===== src/ugs_defs.vh =====
// Purpose: constants for the general status register bank
// Assumes: 100 MHz core clock
// Notes: command codes, field positions, reset values, timing counts
`ifndef UGS_DEFS_VH
`define UGS_DEFS_VH
// ==========================================================
// command codes
`define UGS_CMD_SCRATCH_WR 8'hB2
`define UGS_CMD_SCRATCH_RD 8'hB3
`define UGS_CMD_FRAME_RD 8'hB4
`define UGS_CMD_IDENT_RD 8'hB5
`define UGS_CMD_INTR_RD 8'hC0
// ==========================================================
// field layout and reset values
`define UGS_SCRATCH_MASK 16'h1FFF
`define UGS_SCRATCH_RST 16'h0000
`define UGS_FRAME_RST 11'h000
`define UGS_INTR_RST 32'h00000000
`define UGS_BIT_BUS_STATE 7
`define UGS_BIT_PSEUDO 5
`define UGS_BIT_SOF 4
`define UGS_BIT_DMA_END 3
`define UGS_BIT_SUSPEND 2
`define UGS_BIT_RESUME 1
`define UGS_BIT_BUS_RESET 0
`define UGS_EP_LSB 8
// identity byte and silicon version, values arbitrary
`define UGS_IDENT_BYTE 8'h5A
`define UGS_VERSION_BYTE 8'h01
// ==========================================================
// timing: pseudo frame period 1 ms at 100 MHz
`define UGS_FRAME_PERIOD_US 1000
`define UGS_CLK_MHZ 100
`define UGS_FRAME_CYCLES (`UGS_FRAME_PERIOD_US * `UGS_CLK_MHZ)
`define UGS_MISSED_LIMIT 2'd3
`endif


===== src/ugs_regs.v =====
// Purpose: command-addressed scratch, frame, identity and interrupt source registers
// Assumes: bus strobes and event inputs are synchronous to core_clk
// Notes: a command phase selects the register, data phases follow
`timescale 1ns/1ps
`include "ugs_defs.vh"

// How it works
// - B2 writes scratch, B3 reads scratch
// - scratch bits 12..0 read/write, reset zero
// - B4 returns last good frame number
// - frame high bits 10..8, low 7..0
// - frame undefined after bus reset
// - B5 returns identity byte and version
// - C0 returns interrupt sources in two words
// - endpoints bits 23..8, upper byte zero
// - bit 7 shows live suspend state
// - bit 5 set by 1 ms pseudo frame
// - three missed frames enter suspend
// - bit 4 set on frame detected
// - bit 3 set on dma end
// - bit 2 set on awake-to-suspend change
// - bit 1 resume, bit 0 bus reset
// - per-endpoint flags set regardless of enable register, which gates irq_out only
module ugs_regs #(
    parameter FRAME_CYCLES = `UGS_FRAME_CYCLES
) (
    input wire core_clk,
    input wire rst_n,
    input wire bus_wr,
    input wire bus_rd,
    input wire command_data_select,
    input wire [15:0] bus_wdata,
    output reg [15:0] bus_rdata,
    output reg bus_rvalid,
    input wire sof_good,
    input wire [10:0] sof_frame,
    input wire dma_end,
    input wire bus_resume,
    input wire bus_reset,
    input wire bus_idle,
    input wire [15:0] endpoint_event,
    input wire [31:0] interrupt_enable_reg,
    output reg irq_out,
    output reg suspend_out
);
    // ==========================================================
    // command decoding
    // a command phase latches the code; every data phase after it works on
    // that code until the next command phase, so one command may be followed
    // by any number of data words. only the interrupt read counts its words.

    // bus state machine: one-hot, awake or suspended
    localparam [1:0] ST_AWAKE = 2'b01;
    localparam [1:0] ST_SUSPEND = 2'b10;
    // the live bus state bit is a status, never an interrupt request
    localparam [31:0] IRQ_MASK = ~(32'h00000001 << `UGS_BIT_BUS_STATE);

    // command register and word index of a two-word read
    reg [7:0] cmd_q;
    reg word_q;
    // register contents
    reg [15:0] scratch_q;
    reg [10:0] frame_q;
    reg [31:0] intr_q;
    reg [31:0] intr_d;
    // endpoint flags, next value per bit
    wire [15:0] ep_flag_d;
    // pseudo frame timer and missed frame count
    reg [16:0] tick_cnt_q;
    reg [1:0] missed_q;
    reg [1:0] missed_d;
    reg sof_seen_q;
    // bus state machine
    reg [1:0] bus_st_q;
    reg [1:0] bus_st_d;
    wire bus_suspended;
    // decoded strobes and events
    wire tick;
    wire rd_data;
    wire wr_data;
    wire wake_event;
    wire go_suspend;
    wire intr_done;

    // true when the latched command selects the given code
    function cmd_is;
        input [7:0] cmd;
        input [7:0] code;
        begin
            cmd_is = (cmd == code);
        end
    endfunction

    // half of the interrupt word picked by the word index
    function [15:0] intr_half;
        input [31:0] itr;
        input word;
        begin
            if (word)
                intr_half = itr[31:16];
            else
                intr_half = itr[15:0];
        end
    endfunction

    // read data for the latched command; unknown codes read as zero
    function [15:0] read_mux;
        input [7:0] cmd;
        input word;
        input [15:0] scr;
        input [10:0] frm;
        input [31:0] itr;
        begin
            case (cmd)
                `UGS_CMD_SCRATCH_RD: read_mux = scr;
                `UGS_CMD_FRAME_RD: read_mux = {5'h00, frm};
                `UGS_CMD_IDENT_RD: read_mux = {`UGS_IDENT_BYTE, `UGS_VERSION_BYTE};
                `UGS_CMD_INTR_RD: read_mux = intr_half(itr, word);
                default: read_mux = 16'h0000;
            endcase
        end
    endfunction

    // data phase strobes; reads with the select high are ignored
    assign rd_data = bus_rd && !command_data_select;
    assign wr_data = bus_wr && !command_data_select;
    // timer reaches its last count once per pseudo frame
    assign tick = (tick_cnt_q == FRAME_CYCLES - 1);
    // any sign of life on the bus ends or prevents suspend
    assign wake_event = sof_good || bus_resume || bus_reset || !bus_idle;
    assign bus_suspended = bus_st_q[1];
    // third missed frame in a row while the bus stays idle
    assign go_suspend = tick && !wake_event && !bus_suspended && (missed_q == `UGS_MISSED_LIMIT - 2'd1);
    // second word of an interrupt read closes the read
    assign intr_done = rd_data && cmd_is(cmd_q, `UGS_CMD_INTR_RD) && word_q;

    // ==========================================================
    // command phase capture and word counter
    // the upper byte of a command word is ignored; a new command always
    // restarts the word index, so an aborted two-word read cannot leave the
    // next interrupt read pointing at its upper half
    always @(posedge core_clk) begin
        if (!rst_n) begin
            cmd_q <= 8'h00;
            word_q <= 1'b0;
        end else if (bus_wr && command_data_select) begin
            cmd_q <= bus_wdata[7:0];
            word_q <= 1'b0;
        end else if (rd_data && cmd_is(cmd_q, `UGS_CMD_INTR_RD)) begin
            word_q <= ~word_q;
        end
    end

    // scratch register
    // reserved upper bits are masked on write so they always read as zero,
    // even when firmware breaks the rule and writes ones there
    always @(posedge core_clk) begin
        if (!rst_n)
            scratch_q <= `UGS_SCRATCH_RST;
        else if (wr_data && cmd_is(cmd_q, `UGS_CMD_SCRATCH_WR))
            scratch_q <= bus_wdata & `UGS_SCRATCH_MASK;
    end

    // frame number from last good start-of-frame
    // a bus reset leaves the old number in place: the value is meaningless
    // until the next good frame, and firmware must not rely on it
    always @(posedge core_clk) begin
        if (!rst_n)
            frame_q <= `UGS_FRAME_RST;
        else if (sof_good)
            frame_q <= sof_frame;
    end

    // 1 ms pseudo frame timer and missed frame count
    // the timer restarts on every good frame, so it only reaches its last
    // count when an expected frame is missing; three such ticks in a row
    // with an idle bus put the bus state machine into suspend
    always @(posedge core_clk) begin
        if (!rst_n || sof_good)
            tick_cnt_q <= 17'd0;
        else if (tick)
            tick_cnt_q <= 17'd0;
        else
            tick_cnt_q <= tick_cnt_q + 17'd1;
    end

    always @(posedge core_clk) begin
        if (!rst_n) begin
            missed_q <= 2'd0;
            sof_seen_q <= 1'b0;
            bus_st_q <= ST_AWAKE;
        end else begin
            missed_q <= missed_d;
            sof_seen_q <= sof_good;
            bus_st_q <= bus_st_d;
        end
    end

    // missed frame count: cleared by bus activity, saturates at the limit
    always @* begin
        missed_d = missed_q;
        if (wake_event)
            missed_d = 2'd0;
        else if (tick && missed_q != `UGS_MISSED_LIMIT)
            missed_d = missed_q + 2'd1;
    end

    // bus state machine: enter suspend on the third missed frame,
    // leave it on any frame, resume, reset or bus activity
    always @* begin
        case (bus_st_q)
            ST_AWAKE: begin
                if (go_suspend)
                    bus_st_d = ST_SUSPEND;
                else
                    bus_st_d = ST_AWAKE;
            end
            ST_SUSPEND: begin
                if (wake_event)
                    bus_st_d = ST_AWAKE;
                else
                    bus_st_d = ST_SUSPEND;
            end
            default: bus_st_d = ST_AWAKE;
        endcase
    end

    // endpoint flags: one sticky flag per endpoint, set wins over read clear
    genvar ep;
    generate
        for (ep = 0; ep < 16; ep = ep + 1) begin : g_ep_flag
            assign ep_flag_d[ep] = (intr_q[`UGS_EP_LSB + ep] && !intr_done) || endpoint_event[ep];
        end
    endgenerate

    // interrupt sources: sticky events, set wins over read clear
    always @* begin
        intr_d = intr_done ? `UGS_INTR_RST : intr_q;
        intr_d[23:8] = ep_flag_d;
        if (tick)
            intr_d[`UGS_BIT_PSEUDO] = 1'b1;
        if (sof_seen_q)
            intr_d[`UGS_BIT_SOF] = 1'b1;
        if (dma_end)
            intr_d[`UGS_BIT_DMA_END] = 1'b1;
        if (go_suspend)
            intr_d[`UGS_BIT_SUSPEND] = 1'b1;
        if (bus_resume)
            intr_d[`UGS_BIT_RESUME] = 1'b1;
        if (bus_reset)
            intr_d[`UGS_BIT_BUS_RESET] = 1'b1;
        intr_d[`UGS_BIT_BUS_STATE] = bus_suspended;
        intr_d[6] = 1'b0;
        intr_d[31:24] = 8'h00;
    end

    always @(posedge core_clk) begin
        if (!rst_n)
            intr_q <= `UGS_INTR_RST;
        else
            intr_q <= intr_d;
    end

    // ==========================================================
    // outputs
    // read answer: data and its valid pulse one cycle after the data read;
    // the data word stands until the next data read
    always @(posedge core_clk) begin
        if (!rst_n) begin
            bus_rdata <= 16'h0000;
            bus_rvalid <= 1'b0;
        end else begin
            bus_rvalid <= rd_data;
            if (rd_data)
                bus_rdata <= read_mux(cmd_q, word_q, scratch_q, frame_q, intr_q);
        end
    end

    // interrupt request: any enabled flag; the live bus state bit never requests.
    // the next flag value is used so a flag and its request appear together
    always @(posedge core_clk) begin
        if (!rst_n)
            irq_out <= 1'b0;
        else
            irq_out <= |(intr_d & interrupt_enable_reg & IRQ_MASK);
    end

    // suspend state as seen from outside
    always @(posedge core_clk) begin
        if (!rst_n)
            suspend_out <= 1'b0;
        else
            suspend_out <= bus_suspended;
    end
endmodule


===== config.mk =====
export PLATFORM = sky130hd
export DESIGN_NAME = ugs_regs
export DESIGN_NICKNAME = d
export VERILOG_FILES = /design/src/ugs_regs.v
export VERILOG_INCLUDE_DIRS = /design/src
export SDC_FILE = /design/constraint.sdc
export NUM_CORES = 1
export LEC_CHECK = 0
export BUFFER_PORTS_ARGS = -buffer_cell sky130_fd_sc_hd__buf_2
export CAP_MARGIN = 30
export CORE_MARGIN = 3
export CORE_UTILIZATION = 25
export CTS_CLUSTER_SIZE = 30
export DETAILED_ROUTE_END_ITERATION = 12
export GPL_TIMING_DRIVEN = 0
export PLACE_DENSITY = 0.5
export SLEW_MARGIN = 5
export SYNTH_ARGS = -nofsm -noshare
export SYNTH_HDL_FRONTEND = slang
export SYNTH_SLANG_ARGS = --single-unit

===== constraint.sdc =====
create_clock -name core_clk -period 5.65 [get_ports core_clk]
set_input_delay 0.565 -clock core_clk [delete_from_list [all_inputs] [get_ports core_clk]]
set_output_delay 0.565 -clock core_clk [all_outputs]
set_load 0.005 [all_outputs]

==> results.txt <==
Status - complete, no violations
Sink of the worst hold path - bus_rdata[11]
Cell Area, Placed - 4950 um2
Worst EP arrival - 2290 ps
Area leader, netlist - dfxtp_1
RR Endpoint - irq_out
Worst-path maximum fanout - 10
Synth area leaders - dfxtp_1, nor2b_1, nand2_1, a21boi_0, mux2i_1
Vias - 3709
Synth-to-Final Area Change - 24.4%
Global-route usage over all layers - 14.5%
Crit path time final - 2080 ps
Compound-Gate Fraction of Synth Area - 18.1%
Cells after synthesis - 464
Post-Syn Nets - 554
Share of flip-flops with an asynchronous set or reset - 0%
Unique masters post-synth - 51
Pwr dens - 277 nW/um2
Core area - 16200 um2
Max cap viols - 0
Most used DFF post-synth - dfxtp_1
Initial core utilization - 26.0%
Clock Path Buffers - 2
IO Port Bufs - 89
Slew headroom - 43.0%
Post-CTS setup buffer count - 0
Clk Latency, worst-skew pair - 350 ps
Synth Register Bits - 96
GPL Wtd Cong - 0.815
Post-synth top cells - dfxtp_1, nand2_1, nor2b_1
Most common cell in the netlist - dfxtp_1
First-pass GRT wire length - 20.2 mm
Peak supply drop - 0.000175 V
Via/cell ratio - 4.71
Synth Area per Inst - 9.10 um2
Post-CTS sizing - 0
HPWL after detailed placement - 10.4 mm
Worst-case reg-to-reg path depth - 6
Multiplexer area fraction after synthesis - 4.30%
Critical path class - reg -> reg
Post-synthesis simple-gate area fraction - 23.8%
Final Worst Setup Slack - 3570 ps
Pin count of the biggest net entering global routing - 17
Post-synth EDFFs - 0
CP Data Required Time - 5870 ps
Number of global-route vias before repair - 3686
Min-delay src - bus_rdata[11]
Worst-Margin Slew - 855 ps
Routed WL per cell - 16.8 um
Design area - 5260 um2
Clock sinks - 96
R2R Path Start - cmd_q[1]
Sum Neg Setup Slack - 0 ps
GRT overflow - 0
Largest family of logic cells by synthesized area - simple AND/OR/NAND/NOR gates
Clk pin slew, worst setup/hold paths - 70 ps
Top cell type's share of synthesized area - 45.5%
Top Ports - 104
Setup Viol. Count Final - 0
Sequential area share after synthesis - 45.5%
Pre-CTS WS - 3460 ps
Netlist Area Pre-Place - 4220 um2
DRT Wirelength - 13.2 mm
Nets - 655
Fin. max-slew vios - 0
Max Clock Skew - 6.68 ps
Crit path launch type - register
DRC - 0
Die Area - 18500 um2
Final Hold Fails - 0
Iteration count of the initial detailed-routing pass - 4
CTS tree - yes
# rows - 46
Leak - 0.00201 uW
Final Cycle Share - 36.7%
Worst Hold Depth - 2
Fmax - 482 MHz
Synth Area in Adders - 1.48%
Routed Antenna Nets - 0
Yosys warnings - 0
CTS root buf - clkbuf_16
RSZ-0062 raised after global routing - false
Hold-fix buffers at CTS - 0
Die X - 136 um
XOR/XNOR share of the synthesized area - 3.52%
Min-delay worst type - reg -> reg
Clock buffer count from CTS - 9
CP endpoint kind - register
Chip height - 136 um
Initial antenna violation count - 5
H-tree Lvls - 3
Layout cells sized above 1 - 21.9%
Iteration-0 DRC Markers - 218
Hold slack final - 447 ps
Reg2Reg Setup Slack - 3570 ps
power by group:
group | internal, uW | switching, uW
clock | 357 | 274
sequential | 697 | 17.0
combinational | 53.2 | 58.9
kinds of logic (layout without fill, tap and decap cells):
family / Yosys count / after routing
AO/OA/AOI/OAI: 112 / 112
other: 0 / 1
flip-flops: 96 / 96
multiplexers: 18 / 18
AND/OR/NAND/NOR: 188 / 188
adder cells (fa/ha/maj): 5 / 5
XOR/XNOR: 17 / 17
buffers and inverters: 28 / 134
worst max-delay path, cell delays in order, from the launching register on:
cell and delay, ps:
dfxtp_1 360, nor4_2 370, and3_2 340, nand3_4 130, buf_2 230, a211oi_1 360, a21boi_1 150
area by class of cell:
type                       instances  area (um2)
fill                            1755       11000
multi-input combinational        340        2160
sequential                        96        1920
timing repair buffer              90         453
tap                              216         270
clock buffer                      10         239
buffer                            24         125
clock inverter                     6        67.6
inverter                           4        15.0
antenna                            1        2.50
stage by stage:
stage | power [uW] | std cells | util (%)
4_1_cts | 1480 | 786 | 32.4
6_report | 1460 | 787 | 32.4
2_1_floorplan | 781 | 464 | -
3_5_place_dp | 842 | 770 | 30.5
3_3_place_gp | 840 | 769 | 30.4
5_1_grt | 1510 | 787 | 32.4
placed cells by master, fill, tap and decap left out, types with 4 or more instances in the layout:
cell	netlist	layout
nand2_1	60	60
clkbuf_16	0	9
xnor2_1	11	11
nor2b_1	38	38
mux2i_1	17	17
a21oi_1	27	27
and3_1	7	7
o21ai_0	16	16
xor2_1	6	6
nor2_1	30	30
and2_1	4	4
dfxtp_1	96	96
nor3_1	6	6
nand3_1	16	16
nand4_1	7	7
ha_1	5	5
a221oi_1	13	13
inv_1	4	4
a21boi_0	24	24
buf_2	6	95
a22oi_1	10	10
clkbuf_1	15	15
a22o_1	9	9
routing by layer:
metal / global-route usage (%) / wire length, um
met5: 0 / 46
met4: 4.14 / 185
met3: 5.81 / 1240
met2: 22.1 / 5810
met1: 18.8 / 5920
worst max-delay path by stage:
stage,from,end,slack [ps]
after global routing,tick_cnt_q[0],tick_cnt_q[10],3440
after floorplan,sof_good,bus_st_q[0],3780
after global placement,command_data_select,irq_out,3460
after detailed placement,command_data_select,bus_rdata[7],3460
final,cmd_q[1],irq_out,3570
after CTS,tick_cnt_q[0],tick_cnt_q[15],3550
sequential cells by signal (all words and copies together) (netlist names):
register,cells
intr_q,23
missed_q,2
word_q,1
scratch_q,13
bus_st_q,2
bus_rvalid,1
bus_rdata,16
irq_out,1
sof_seen_q,1
cmd_q,8
tick_cnt_q,17
frame_q,11
Note: power is estimated with default switching activity, not from simulation.
